**src/rac_pkg.sv**
```systemverilog
// Constants and register map for the alarm and control block of a calendar clock.
// Assumes a 40 MHz bus clock and a host that reaches the registers over AXI4-Lite.
// Overview of operation
// BCD alarm hour: tens 0-2, ones 0-9
// Binary alarm hour uses whole byte
// Weekday survives reset, upper nibble reads zero
// Weekday writable only while counter unlocked
// Enable register resets zero, upper nibble zero
// Enable bits: weekday, hours, minutes, seconds
// Alarm when all enabled fields match
// Reading control clears alarm flag, request
// Flag updated on lock or count increment
// Control write resets the count prescaler
// Sleep wake cause survives reset, read clears
// Format bit selects BCD or binary
// Crystal source divides by 32768
// Line source divides by 60 or 50
// Interrupt enable gates alarm request
// Bit 7 shows alarm pending
// Daylight bit is storage only
// Unlock bit stops counter, allows writes
// Count registers writable only when unlocked
package rac_pkg;

  localparam int unsigned CLK_HZ       = 40_000_000;
  localparam int unsigned CLK_PERIOD_NS = 25;

  ////////////////////////////////////////////////////////////////////////////
  // Register indices; byte address is four times the index
  localparam logic [7:0]  IDX_ALARM_HOUR_VALUE   = 8'hEA;
  localparam logic [7:0]  IDX_AWDAY  = 8'hEB;
  localparam logic [7:0]  IDX_AEN    = 8'hEC;
  localparam logic [7:0]  IDX_CTRL   = 8'hED;
  localparam logic [7:0]  IDX_IST    = 8'hEE;
  localparam logic [7:0]  IDX_IMASK  = 8'hEF;
  localparam logic [11:0] ADDR_ALARM_HOUR_VALUE  = {2'h0, IDX_ALARM_HOUR_VALUE, 2'h0};
  localparam logic [11:0] ADDR_AWDAY = {2'h0, IDX_AWDAY, 2'h0};
  localparam logic [11:0] ADDR_AEN   = {2'h0, IDX_AEN, 2'h0};
  localparam logic [11:0] ADDR_CTRL  = {2'h0, IDX_CTRL, 2'h0};
  localparam logic [11:0] ADDR_IST   = {2'h0, IDX_IST, 2'h0};
  localparam logic [11:0] ADDR_IMASK = {2'h0, IDX_IMASK, 2'h0};

  ////////////////////////////////////////////////////////////////////////////
  // Control register fields
  localparam int unsigned CTRL_ALARM  = 7;
  localparam int unsigned CTRL_INTEN  = 6;
  localparam int unsigned CTRL_BCD    = 5;
  localparam int unsigned CTRL_CLKSEL = 4;
  localparam int unsigned CTRL_FREQ   = 3;
  localparam int unsigned CTRL_DST    = 2;
  localparam int unsigned CTRL_SLEEP  = 1;
  localparam int unsigned CTRL_UNLOCK = 0;
  // Alarm enable fields
  localparam int unsigned EN_WDAY = 3;
  localparam int unsigned EN_HOUR = 2;
  localparam int unsigned EN_MIN  = 1;
  localparam int unsigned EN_SEC  = 0;
  // Interrupt status and mask fields
  localparam int unsigned IST_ALARM = 0;
  localparam int unsigned IST_WAKE  = 1;

  ////////////////////////////////////////////////////////////////////////////
  // Reset values and limits
  localparam logic [3:0]  AEN_RST      = 4'h0;
  localparam logic        INTEN_RST    = 1'b0;
  localparam logic        UNLOCK_RST   = 1'b0;
  localparam logic [1:0]  IMASK_RST    = 2'h0;
  localparam logic [3:0]  BCD_TENS_MAX = 4'h2;
  localparam logic [3:0]  BCD_ONES_MAX = 4'h9;
  localparam logic [15:0] XTAL_DIV     = 16'h8000;
  localparam logic [15:0] LINE60_DIV   = 16'h003C;
  localparam logic [15:0] LINE50_DIV   = 16'h0032;
  localparam logic [1:0]  RESP_OKAY    = 2'h0;
  localparam logic [1:0]  RESP_SLVERR  = 2'h2;

endpackage

```
**src/rac_top.sv**
```systemverilog
// Alarm set points, alarm enables, control/status and count prescaler of a calendar clock.
// Assumes the time counters sit outside, run on aclk and pulse count_increment after each step.
//
// Chosen here: the AXI4-Lite register port.
`timescale 1ns/10ps
`default_nettype none

module rac_top (
  input  wire logic        aclk,
  input  wire logic        aresetn,
  input  wire logic        por_n,
  input  wire logic [11:0] s_axi_awaddr,
  input  wire logic        s_axi_awvalid,
  output logic             s_axi_awready,
  input  wire logic [31:0] s_axi_wdata,
  input  wire logic [3:0]  s_axi_wstrb,
  input  wire logic        s_axi_wvalid,
  output logic             s_axi_wready,
  output logic [1:0]       s_axi_bresp,
  output logic             s_axi_bvalid,
  input  wire logic        s_axi_bready,
  input  wire logic [11:0] s_axi_araddr,
  input  wire logic        s_axi_arvalid,
  output logic             s_axi_arready,
  output logic [31:0]      s_axi_rdata,
  output logic [1:0]       s_axi_rresp,
  output logic             s_axi_rvalid,
  input  wire logic        s_axi_rready,
  input  wire logic        xtal_clk_in,
  input  wire logic        line_freq_in,
  input  wire logic [7:0]  count_second,
  input  wire logic [7:0]  count_minute,
  input  wire logic [7:0]  count_hour,
  input  wire logic [3:0]  count_weekday,
  input  wire logic [7:0]  alarm_second_setpoint,
  input  wire logic [7:0]  alarm_minute_setpoint,
  input  wire logic        count_increment,
  input  wire logic        sleep_mode,
  output logic             count_tick,
  output logic             count_write_allow,
  output logic             bcd_mode,
  output logic             osc_enable,
  output logic             alarm_irq,
  output logic             irq,
  output logic             sleep_recovery_reset
);

  ////////////////////////////////////////////////////////////////////////////
  // Whole module state
  typedef struct packed {
    logic [7:0]  alarm_hour_value;
    logic [3:0]  awday;
    logic [3:0]  aen;
    logic        flag;
    logic        int_en;
    logic        bcd;
    logic        clk_sel;
    logic        line_frequency_select;
    logic        dst;
    logic        sleep_cause;
    logic        unlock;
    logic        osc_en;
    logic [1:0]  ist;
    logic [1:0]  imask;
    logic [2:0]  xsync;
    logic [2:0]  lsync;
    logic [15:0] presc;
    logic        tick;
    logic        alarm_irq;
    logic        irq;
    logic        wake_pulse;
    logic        aw_held;
    logic [11:0] aw_addr;
    logic        w_held;
    logic [7:0]  wdata;
    logic        wlane0;
    logic        awready;
    logic        wready;
    logic        bvalid;
    logic [1:0]  bresp;
    logic        arready;
    logic        rvalid;
    logic [7:0]  rdata;
    logic [1:0]  rresp;
  } rac_state_t;

  rac_state_t s_r;
  rac_state_t s_nxt;

  // Decoded events, shared with the checks below
  logic        wr_go;
  logic        rd_go;
  logic        ctrl_rd;
  logic        eval;
  logic        match;
  logic        alarm_evt;
  logic        src_edge;
  logic [15:0] div_limit;

  // Field compare honouring its enable
  function automatic logic field_ok(input logic en, input logic [7:0] a, input logic [7:0] b);
    field_ok = !en || (a == b);
  endfunction

  ////////////////////////////////////////////////////////////////////////////
  // Next-state logic
  always_comb begin
    s_nxt = s_r;
    // Pin synchronisers; stage 0 feeds only stage 1
    s_nxt.xsync = {s_r.xsync[1:0], xtal_clk_in};
    s_nxt.lsync = {s_r.lsync[1:0], line_freq_in};

    // Bus handshakes
    wr_go   = s_r.aw_held && s_r.w_held && !s_r.bvalid;
    rd_go   = s_axi_arvalid && s_r.arready;
    ctrl_rd = rd_go && (s_axi_araddr == rac_pkg::ADDR_CTRL);
    if (s_axi_awvalid && s_r.awready) begin
      s_nxt.aw_held = 1'b1;
      s_nxt.aw_addr = s_axi_awaddr;
    end
    if (s_axi_wvalid && s_r.wready) begin
      s_nxt.w_held = 1'b1;
      s_nxt.wdata  = s_axi_wdata[7:0];
      s_nxt.wlane0 = s_axi_wstrb[0];
    end
    if (s_r.bvalid && s_axi_bready) begin
      s_nxt.bvalid = 1'b0;
    end

    // Register writes; a cleared low byte lane stores nothing
    if (wr_go) begin
      s_nxt.aw_held = 1'b0;
      s_nxt.w_held  = 1'b0;
      s_nxt.bvalid  = 1'b1;
      s_nxt.bresp   = rac_pkg::RESP_OKAY;
      if (s_r.aw_addr == rac_pkg::ADDR_ALARM_HOUR_VALUE) begin
        if (s_r.wlane0 && s_r.bcd) begin
          // Digits clamp to tens 2 and ones 9, so a bad BCD value still stores in range
          s_nxt.alarm_hour_value[7:4] = (s_r.wdata[7:4] > rac_pkg::BCD_TENS_MAX) ? rac_pkg::BCD_TENS_MAX : s_r.wdata[7:4];
          s_nxt.alarm_hour_value[3:0] = (s_r.wdata[3:0] > rac_pkg::BCD_ONES_MAX) ? rac_pkg::BCD_ONES_MAX : s_r.wdata[3:0];
        end else if (s_r.wlane0) begin
          s_nxt.alarm_hour_value = s_r.wdata;
        end
      end else if (s_r.aw_addr == rac_pkg::ADDR_AWDAY) begin
        if (s_r.wlane0 && s_r.unlock) begin
          s_nxt.awday = s_r.wdata[3:0];
        end
      end else if (s_r.aw_addr == rac_pkg::ADDR_AEN) begin
        if (s_r.wlane0) begin
          s_nxt.aen = s_r.wdata[3:0];
        end
      end else if (s_r.aw_addr == rac_pkg::ADDR_CTRL) begin
        if (s_r.wlane0) begin
          s_nxt.int_en   = s_r.wdata[rac_pkg::CTRL_INTEN];
          s_nxt.bcd      = s_r.wdata[rac_pkg::CTRL_BCD];
          s_nxt.clk_sel  = s_r.wdata[rac_pkg::CTRL_CLKSEL];
          s_nxt.line_frequency_select = s_r.wdata[rac_pkg::CTRL_FREQ];
          s_nxt.dst      = s_r.wdata[rac_pkg::CTRL_DST];
          s_nxt.unlock   = s_r.wdata[rac_pkg::CTRL_UNLOCK];
        end
      end else if (s_r.aw_addr == rac_pkg::ADDR_IST) begin
        if (s_r.wlane0) begin
          s_nxt.ist = s_r.ist & ~s_r.wdata[1:0];
        end
      end else if (s_r.aw_addr == rac_pkg::ADDR_IMASK) begin
        if (s_r.wlane0) begin
          s_nxt.imask = s_r.wdata[1:0];
        end
      end else begin
        s_nxt.bresp = rac_pkg::RESP_SLVERR;
      end
    end

    // Register reads; unmapped answers zero with an error
    if (s_r.rvalid && s_axi_rready) begin
      s_nxt.rvalid = 1'b0;
    end
    if (rd_go) begin
      s_nxt.rvalid = 1'b1;
      s_nxt.rresp  = rac_pkg::RESP_OKAY;
      if (s_axi_araddr == rac_pkg::ADDR_ALARM_HOUR_VALUE) begin
        s_nxt.rdata = s_r.alarm_hour_value;
      end else if (s_axi_araddr == rac_pkg::ADDR_AWDAY) begin
        s_nxt.rdata = {4'h0, s_r.awday};
      end else if (s_axi_araddr == rac_pkg::ADDR_AEN) begin
        s_nxt.rdata = {4'h0, s_r.aen};
      end else if (s_axi_araddr == rac_pkg::ADDR_CTRL) begin
        // Bit 7 shows the pending alarm as it stood before this read
        s_nxt.rdata = {s_r.flag, s_r.int_en, s_r.bcd, s_r.clk_sel,
                       s_r.line_frequency_select, s_r.dst, s_r.sleep_cause, s_r.unlock};
      end else if (s_axi_araddr == rac_pkg::ADDR_IST) begin
        s_nxt.rdata = {6'h00, s_r.ist};
      end else if (s_axi_araddr == rac_pkg::ADDR_IMASK) begin
        s_nxt.rdata = {6'h00, s_r.imask};
      end else begin
        s_nxt.rdata = 8'h00;
        s_nxt.rresp = rac_pkg::RESP_SLVERR;
      end
    end

    // Prescaler; the source edge is taken from the settled stages only
    div_limit = s_r.clk_sel ? (s_r.line_frequency_select ? rac_pkg::LINE50_DIV : rac_pkg::LINE60_DIV)
                            : rac_pkg::XTAL_DIV;
    src_edge  = s_r.clk_sel ? (s_r.lsync[1] && !s_r.lsync[2]) : (s_r.xsync[1] && !s_r.xsync[2]);
    s_nxt.tick = 1'b0;
    if (wr_go && s_r.wlane0 && (s_r.aw_addr == rac_pkg::ADDR_CTRL)) begin
      s_nxt.presc = 16'h0000;
    end else if (src_edge) begin
      if (s_r.presc == div_limit - 16'h0001) begin
        s_nxt.presc = 16'h0000;
        s_nxt.tick  = !s_r.unlock; // Stopped while unlocked
      end else begin
        s_nxt.presc = s_r.presc + 16'h0001;
      end
    end

    // Alarm compare, looked at only on a count step or on locking
    match = (s_r.aen != 4'h0)
         && field_ok(s_r.aen[rac_pkg::EN_SEC], alarm_second_setpoint, count_second)
         && field_ok(s_r.aen[rac_pkg::EN_MIN], alarm_minute_setpoint, count_minute)
         && field_ok(s_r.aen[rac_pkg::EN_HOUR], s_r.alarm_hour_value, count_hour)
         && field_ok(s_r.aen[rac_pkg::EN_WDAY], {4'h0, s_r.awday}, {4'h0, count_weekday});
    eval      = count_increment || (s_r.unlock && !s_nxt.unlock);
    alarm_evt = eval && match;
    // Read clears, but a fresh alarm in the same cycle wins
    if (alarm_evt) begin
      s_nxt.flag = 1'b1;
    end else if (ctrl_rd) begin
      s_nxt.flag = 1'b0;
    end
    // Wake cause only while asleep; set wins over the read clear
    s_nxt.wake_pulse = alarm_evt && sleep_mode;
    if (alarm_evt && sleep_mode) begin
      s_nxt.sleep_cause = 1'b1;
    end else if (ctrl_rd) begin
      s_nxt.sleep_cause = 1'b0;
    end
    // Sticky status for the mask-gated line; set wins over write-one clear
    if (alarm_evt) begin
      s_nxt.ist[rac_pkg::IST_ALARM] = 1'b1;
    end
    if (alarm_evt && sleep_mode) begin
      s_nxt.ist[rac_pkg::IST_WAKE] = 1'b1;
    end

    // Ready flags: one write and one read at a time
    s_nxt.awready = !s_nxt.aw_held && !s_nxt.bvalid;
    s_nxt.wready  = !s_nxt.w_held && !s_nxt.bvalid;
    s_nxt.arready = !s_nxt.rvalid;

    // Bus-side reset keeps set points, format, source and wake cause
    if (!aresetn) begin
      s_nxt.aen        = rac_pkg::AEN_RST;
      s_nxt.int_en     = rac_pkg::INTEN_RST;
      s_nxt.unlock     = rac_pkg::UNLOCK_RST;
      s_nxt.imask      = rac_pkg::IMASK_RST;
      s_nxt.ist        = 2'h0;
      s_nxt.presc      = 16'h0000;
      s_nxt.tick       = 1'b0;
      s_nxt.wake_pulse = 1'b0;
      s_nxt.aw_held    = 1'b0;
      s_nxt.w_held     = 1'b0;
      s_nxt.bvalid     = 1'b0;
      s_nxt.rvalid     = 1'b0;
      s_nxt.awready    = 1'b0;
      s_nxt.wready     = 1'b0;
      s_nxt.arready    = 1'b0;
    end
    // Power-on clears everything but osc_en, which then follows the cleared clk_sel, giving the kept fields a defined start
    if (!por_n) begin
      s_nxt = '0;
    end

    // Output flops follow the settled next state
    s_nxt.alarm_irq = s_nxt.flag && s_nxt.int_en;
    s_nxt.irq       = |(s_nxt.ist & s_nxt.imask);
    s_nxt.osc_en    = !s_nxt.clk_sel;
  end

  ////////////////////////////////////////////////////////////////////////////
  // State register
  always_ff @(posedge aclk) begin
    s_r <= s_nxt;
  end

  ////////////////////////////////////////////////////////////////////////////
  // Outputs, all straight from flops
  assign s_axi_awready        = s_r.awready;
  assign s_axi_wready         = s_r.wready;
  assign s_axi_bresp          = s_r.bresp;
  assign s_axi_bvalid         = s_r.bvalid;
  assign s_axi_arready        = s_r.arready;
  assign s_axi_rdata          = {24'h000000, s_r.rdata};
  assign s_axi_rresp          = s_r.rresp;
  assign s_axi_rvalid         = s_r.rvalid;
  assign count_tick           = s_r.tick;
  assign count_write_allow    = s_r.unlock;
  assign bcd_mode             = s_r.bcd;
  assign osc_enable           = s_r.osc_en;
  assign alarm_irq            = s_r.alarm_irq;
  assign irq                  = s_r.irq;
  assign sleep_recovery_reset = s_r.wake_pulse;
endmodule

`default_nettype wire

```
**config.mk**
```make
export PLATFORM = sky130hd
export DESIGN_NAME = rac_top
export DESIGN_NICKNAME = d
export VERILOG_FILES = /design/src/rac_pkg.sv /design/src/rac_top.sv
export SDC_FILE = /design/constraint.sdc
export NUM_CORES = 1
export LEC_CHECK = 0
export ABC_AREA = 1
export BUFFER_PORTS_ARGS = -buffer_cell sky130_fd_sc_hd__buf_2
export CAP_MARGIN = 20
export CORE_MARGIN = 3
export CORE_UTILIZATION = 30
export CTS_CLUSTER_SIZE = 14
export DETAILED_ROUTE_END_ITERATION = 7
export GPL_TIMING_DRIVEN = 1
export REMOVE_ABC_BUFFERS = 1
export SYNTH_ARGS = -nofsm -noshare
export SYNTH_HDL_FRONTEND = slang
export SYNTH_SLANG_ARGS = --single-unit
```
**constraint.sdc**
```tcl
create_clock -name aclk -period 1.72 [get_ports aclk]
set_input_delay 0.516 -clock aclk [delete_from_list [all_inputs] [get_ports aclk]]
set_output_delay 0.516 -clock aclk [all_outputs]
set_load 0.01 [all_outputs]
```
==> results.sh, run 1 <==
export IMPL_status="finished, final reports clean"
export IMPL_clkLatencyLatePin_ns=0.35
export IMPL_top_usage_layer="met2"
export IMPL_yosysTopAreaCell="dfxtp_1"
export IMPL_rsz0062_at_grt="yes"
export IMPL_power_leakage_uw=0.002730
export IMPL_synthesis_area_um2=5201
export IMPL_met2_usage_pct=21.64
export IMPL_total_power_uw=4714
export IMPL_largest_register="s_r"
export IMPL_cap_violations=0
export IMPL_antenna_found_initial=0
export IMPL_grt_max_degree=17
export IMPL_cp_start_kind="flop"
export IMPL_cts_tree="built"
export IMPL_cp_max_fo=7
export IMPL_crit_arrival_ns=1.89
export IMPL_slew_violations=0
export IMPL_nFillCells=1814
export IMPL_via_per_inst=4.432
export IMPL_timing_rr_end="osc_enable"
export IMPL_cp_required_ns=1.96
export IMPL_grt_usage_pct=14.30
export IMPL_synth_cell_types=48
export IMPL_postSynthCellCount=712
export IMPL_dpl_cell_area_um2=6057
export IMPL_clock_root_buffer="clkbuf_16"
export IMPL_worst_r2r_setup_slack_ns=0.07
export IMPL_finalHoldViolCount=0
export IMPL_fin_cells=1068
export IMPL_cts_num_sinks=93
export IMPL_finalNetCount=961
export IMPL_remaining_drc_errors=0
export IMPL_port_buffers=110
export IMPL_fin_ws_ns=0.07233
export IMPL_drt_initial_drc_count=233
export IMPL_yosysSeqAreaShare_pct=35.80
export IMPL_clock_skew_ns=0.007426
export IMPL_gp_congestion=0.8729
export IMPL_yosys_register_bits=93
export IMPL_io_pins=164
export IMPL_wl_per_cell_um=12.51
export IMPL_ant_nets=0
export IMPL_yosysWarnings=0
export IMPL_core_um2=16760
export IMPL_min_path_type="primary input to flop"
export IMPL_power_density_nw_per_um2=732.0
export IMPL_dpl_worst_slack_ns=-0.1980
export IMPL_dr_total_vias=4733
export IMPL_diodes=0
export IMPL_hold_end="s_r[60]"
export IMPL_worstReg2RegStart="s_r[37]"
export IMPL_fp_dieW_um=137.7
export IMPL_syn_area_per_cell_um2=7.305
export IMPL_ctsHoldBuffers=0
export IMPL_cts_inserted_buffers=9
export IMPL_end_kind="flop"
export IMPL_grt_pass1_wl_mm=21.13
export IMPL_setup_viol=0
export IMPL_dp_hpwl_mm=10.79
export IMPL_area_growth_pct=23.82
export IMPL_dp_cells=1050
export IMPL_fmax_mhz=606.9
export IMPL_htreeDepth=3
export IMPL_holdWs_ns=0.3543
export IMPL_async_flop_share_pct=0
export IMPL_start_util_pct=31.03
export IMPL_min_from="line_freq_in"
export IMPL_wl_mm=13.36
export IMPL_largest_register_ffs=71
export IMPL_first_global_vias=4357
export IMPL_holdPathStages=3
export IMPL_die_y_um=137.7
export IMPL_drive_gt1_share_pct=26.30
export IMPL_synth_top_area_share_pct=35.80
export IMPL_ys_top_cells_by_area="dfxtp_1 (36%), nand2_1 (9.3%), nor2_1 (6.3%)"
export IMPL_die_area_um2=18950
export IMPL_clock_path_buffers=2
export IMPL_drt_pass1_iter_count=5
export IMPL_ir_worst_vdd_uv=510.7
export IMPL_grt_overflow_total=0
export IMPL_finalCritPeriodShare_pct=95.79
export IMPL_synth_flop_cell="dfxtp_1"
export IMPL_std_cell_rows=47
export IMPL_period_needed_ns=1.648
export IMPL_final_cell_area_um2=6440
export IMPL_synth_edff_count=0
export IMPL_critical_path_class="flop to flop"
export IMPL_clk_pin_slew_ns=0.06
export IMPL_reg2reg_depth=8
export IMPL_grt_use_met3_pct=3.251
export IMPL_grt_use_met1_pct=20.04
==> worst max-delay path by stage <==
stage	slack, ns	to	start
after floorplan	-0.06	s_r[56]	s_r[75]
after global placement	-0.17	alarm_irq	s_axi_araddr[11]
after detailed placement	-0.20	alarm_irq	s_axi_araddr[11]
after CTS	0.05	s_r[51]	s_r[38]
after global routing	-0.02	osc_enable	s_r[33]
final	0.07	osc_enable	s_r[37]
==> layer usage <==
layer	routed length [um]	up-vias
met5	0	-
met4	227	0
met3	839	18
met2	5734	138
met1	6557	2062
li1	-	2515
==> layout make-up <==
type,count,area (um2),area share (%)
clock buffer,12,256.5,3.983
clock inverter,3,45.04,0.6994
inverter,94,355.3,5.518
multi-input combinational,496,2769,43.00
sequential,93,1863,28.93
tap,220,275.3,4.274
timing repair buffer,150,875.8,13.60
==> cells in the final DEF (no fill, tap or decap), types with 26 or more instances in the layout <==
cell / instances
xnor2_1: 27
nor2_1: 82
dfxtp_1: 92
nand2_1: 128
a21oi_1: 41
inv_1: 85
conb_1: 26
buf_2: 110
o21ai_0: 40
buf_4: 38
==> metrics by stage <==
| step | utilization (%) | TNS, ns |
|---|---|---|
| after floorplan | - | -0.4763 |
| after global placement | 36.14 | -1.188 |
| after detailed placement | 36.14 | -1.483 |
| after CTS | 37.94 | 0 |
| after global routing | 38.42 | -0.03314 |
| final | 38.42 | 0 |
==> critical path, cell delays in order, from the launching register on <==
cell and delay (ns):
dfxtp_1 0.32, nor2_2 0.15, nand3_4 0.12, nor2_4 0.20
nand4_4 0.19, nor2_8 0.22, nor2_2 0.07, a211oi_4 0.23
inv_2 0.04
==> synth_stat cells, drive strengths merged, types with 3 or more instances <==
master	number
nand3b	3
xor2	13
nor3b	3
inv	93
o211ai	7
nand4	20
xnor2	27
a211oi	14
nand3	32
nor2	100
dfxtp	93
clkbuf	9
nor4	9
nand2	132
o21ai	43
nor3	15
a21oi	42
buf	45
==> what timing repair did <==
item,in CTS,in global routing
resized for setup,0,15
endpoints found under the setup margin,0,24
buffers inserted,0,3
==> logic make-up after synthesis <==
group           Yosys count  share of synthesized area, %
compound gates          114                         12.70
other cells               1                       0.07210
buf+inv                 148                         13.88
simple gates            315                         30.57
flops                    93                         35.80
xor+xnor                 40                         6.736
fa+ha+maj                 1                        0.2405
==> power by group <==
part           internal [uW]  switching, uW  total [uW]
Sequential              2200           32.4        2230
Clock                   1200            830        2030
Combinational            199            257         456
Total                   3590           1120        4710
Power figures use the tool's default switching activity.
==> inputs of run 2 (changes only) <==
--- a/config.mk
+++ b/config.mk
@@ -13,6 +13,7 @@
 export CTS_CLUSTER_SIZE = 14
 export DETAILED_ROUTE_END_ITERATION = 7
 export GPL_TIMING_DRIVEN = 1
+export PLACE_DENSITY = 0.57
 export REMOVE_ABC_BUFFERS = 1
 export SYNTH_ARGS = -nofsm -noshare
 export SYNTH_HDL_FRONTEND = slang
==> run 2 against run 1 <==
- first-iteration DRC count down 16%
- clock skew grew 0.0054 ns
- clock-buffer cell count decreased by 3
- hold slack got worse by 0.0034 ns
- die area stayed put
- final area is 0.58% lower
- register-to-register slack better by 0.03 ns
- final cell count is 0.19% lower
- total power rose by 3.2%
- sequential cell count did not move
- critical path type unchanged
- largest cell class unchanged
==> results.sh, run 2 (synthesis gave the netlist of run 1 again) <==
export IMPL_cp_max_fo=5
export IMPL_reg2reg_depth=7
export IMPL_crit_chain="buf_4 > nand2_1 > xor2_1 > nor4_1 > nand3_1 > nand3_1 > a21oi_1"
export IMPL_hold_end="s_r[63]"
export IMPL_setup_viol=0
export IMPL_grt_max_degree=18
export IMPL_cts_inserted_buffers=9
export IMPL_wl_per_cell_um=12.36
export IMPL_period_needed_ns=1.616
export IMPL_antenna_found_initial=0
export IMPL_ctsHoldBuffers=0
export IMPL_internal_power_uw=3685
export IMPL_first_global_vias=4410
export IMPL_fp_dieW_um=137.7
export IMPL_die_y_um=137.7
export IMPL_path_delay_family="simple AND/OR/NAND/NOR gates"
export IMPL_drive_gt1_share_pct=25.65
export IMPL_fin_cells=1066
export IMPL_crit_top_cell="nand3_1"
export IMPL_clkPwrFrac_pct=45.1
export IMPL_cts_num_sinks=93
export IMPL_htreeDepth=3
export IMPL_cpPeakStageDelay_ns=0.47
export IMPL_drt_initial_drc_count=196
export IMPL_grt_overflow_total=0
export IMPL_port_buffers=110
export IMPL_via_per_inst=4.397
export IMPL_dpl_worst_slack_ns=-0.1867
export IMPL_power_leakage_uw=0.002727
export IMPL_clk_pin_slew_ns=0.07
export IMPL_std_cell_rows=47
export IMPL_critical_path_class="flop to flop"
export IMPL_finalHoldViolCount=0
export IMPL_min_path_type="primary input to flop"
export IMPL_wl_mm=13.18
export IMPL_worstReg2RegStart="s_r[75]"
export IMPL_swShare_pct=24.30
export IMPL_finalCritPeriodShare_pct=93.96
export IMPL_layout_cells_most_common="nand2_1"
export IMPL_die_area_um2=18950
export IMPL_clock_root_buffer="clkbuf_16"
export IMPL_clkLatencyLatePin_ns=0.35
export IMPL_clock_skew_ns=0.01285
export IMPL_finalNetCount=958
export IMPL_dp_cells=1047
export IMPL_rsz0062_at_grt="yes"
export IMPL_largest_register="s_r"
export IMPL_ant_nets=0
export IMPL_p_switching_uw=1183
export IMPL_core_um2=16760
export IMPL_cp_required_ns=1.95
export IMPL_dpl_cell_area_um2=6022
export IMPL_path_depth=7
export IMPL_path_buf_inv=1
export IMPL_fin_ws_ns=0.1039
export IMPL_grt_pass1_wl_mm=21.31
export IMPL_end_kind="flop"
export IMPL_power_density_nw_per_um2=760.2
export IMPL_grt_usage_pct=14.20
export IMPL_diodes=0
export IMPL_crit_arrival_ns=1.85
export IMPL_timing_rr_end="s_r[45]"
export IMPL_status="finished, final reports clean"
export IMPL_critPathSlowestCell="dfxtp_1"
export IMPL_ir_worst_vdd_uv=492.2
export IMPL_dp_hpwl_mm=10.59
export IMPL_fmax_mhz=618.8
export IMPL_holdPathStages=3
export IMPL_dr_total_vias=4687
export IMPL_cp_start_kind="flop"
export IMPL_largest_register_ffs=71
export IMPL_worst_r2r_setup_slack_ns=0.10
export IMPL_min_from="xtal_clk_in"
export IMPL_combPwrFrac_pct=9.1
export IMPL_cap_violations=0
export IMPL_gp_congestion=0.8893
export IMPL_remaining_drc_errors=0
export IMPL_start_util_pct=31.03
export IMPL_slew_violations=0
export IMPL_drt_pass1_iter_count=4
export IMPL_pwr_share_seq_pct=45.8
export IMPL_cts_tree="built"
export IMPL_clock_path_buffers=2
export IMPL_final_cell_area_um2=6402
export IMPL_utilization_pct=38.20
export IMPL_area_growth_pct=23.09
export IMPL_io_pins=164
export IMPL_layout_common_cells="nand2_1 (128), buf_2 (110), dfxtp_1 (93)"
==> run 2: cell count changes in the layout (fill, tap and decap cells not counted), moves of 2 or more <==
cell,change
nor2_1,+3
buf_4,-2
clkbuf_8,-2
clkinv_4,+2
inv_8,+2
nor2_2,-2
==> run 2: per-layer routing <==
metal,track usage [%],vias to the layer above,share of wire [%]
li1,-,2505,-
met1,20.00,2052,50
met2,22.15,117,43
met3,2.520,13,5.8
met4,4.157,0,1.2
met5,0,-,0
==> run 2: worst max path at each step <==
stage | from | to | slack [ns]
after floorplan | s_r[75] | s_r[56] | -0.06
after global placement | count_hour[4] | alarm_irq | -0.16
after detailed placement | count_hour[4] | alarm_irq | -0.19
after CTS | s_r[38] | count_tick | 0.05
after global routing | s_r[75] | s_r[50] | -0.03
final | s_r[75] | s_r[45] | 0.10
==> run 2: power by group through the flow <==
stage	Clock, uW	Combinational [uW]	Sequential [uW]
floorplan	0	225	2280
global placement	0	438	2280
detailed placement	0	441	2280
CTS	2260	443	2230
global route	2350	502	2230
finish	2200	441	2230
==> run 2: stage by stage <==
stage               total power [uW]  hold slack, ns  TNS (ns)
detailed placement              2719          0.3960    -1.348
global route                    5082          0.3495   -0.1359
floorplan                       2502          0.3900   -0.4763
finish                          4867          0.3509         0
global placement                2714          0.4047   -0.9745
CTS                             4927          0.3408         0
==> run 2: worst min-delay path: stages <==
cell and delay (ns):
buf_2 0.07, nand2_1 0.04, inv_1 0.04
==> run 2: cell type report <==
class / instances / area [um2]
clock buffers: 9 / 225.2
clock inverters: 7 / 107.6
fillers: 1789 / 10360
inverters: 94 / 355.3
multi-input cells: 496 / 2736
flip-flops and latches: 93 / 1862
well taps: 220 / 275.3
repair buffers: 147 / 840.8
==> run 2: what timing repair did <==
| action | in CTS | in global routing |
|---|---|---|
| buffers inserted | 0 | 3 |
| resized for setup | 0 | 6 |
| endpoints found under the setup margin | 0 | 20 |
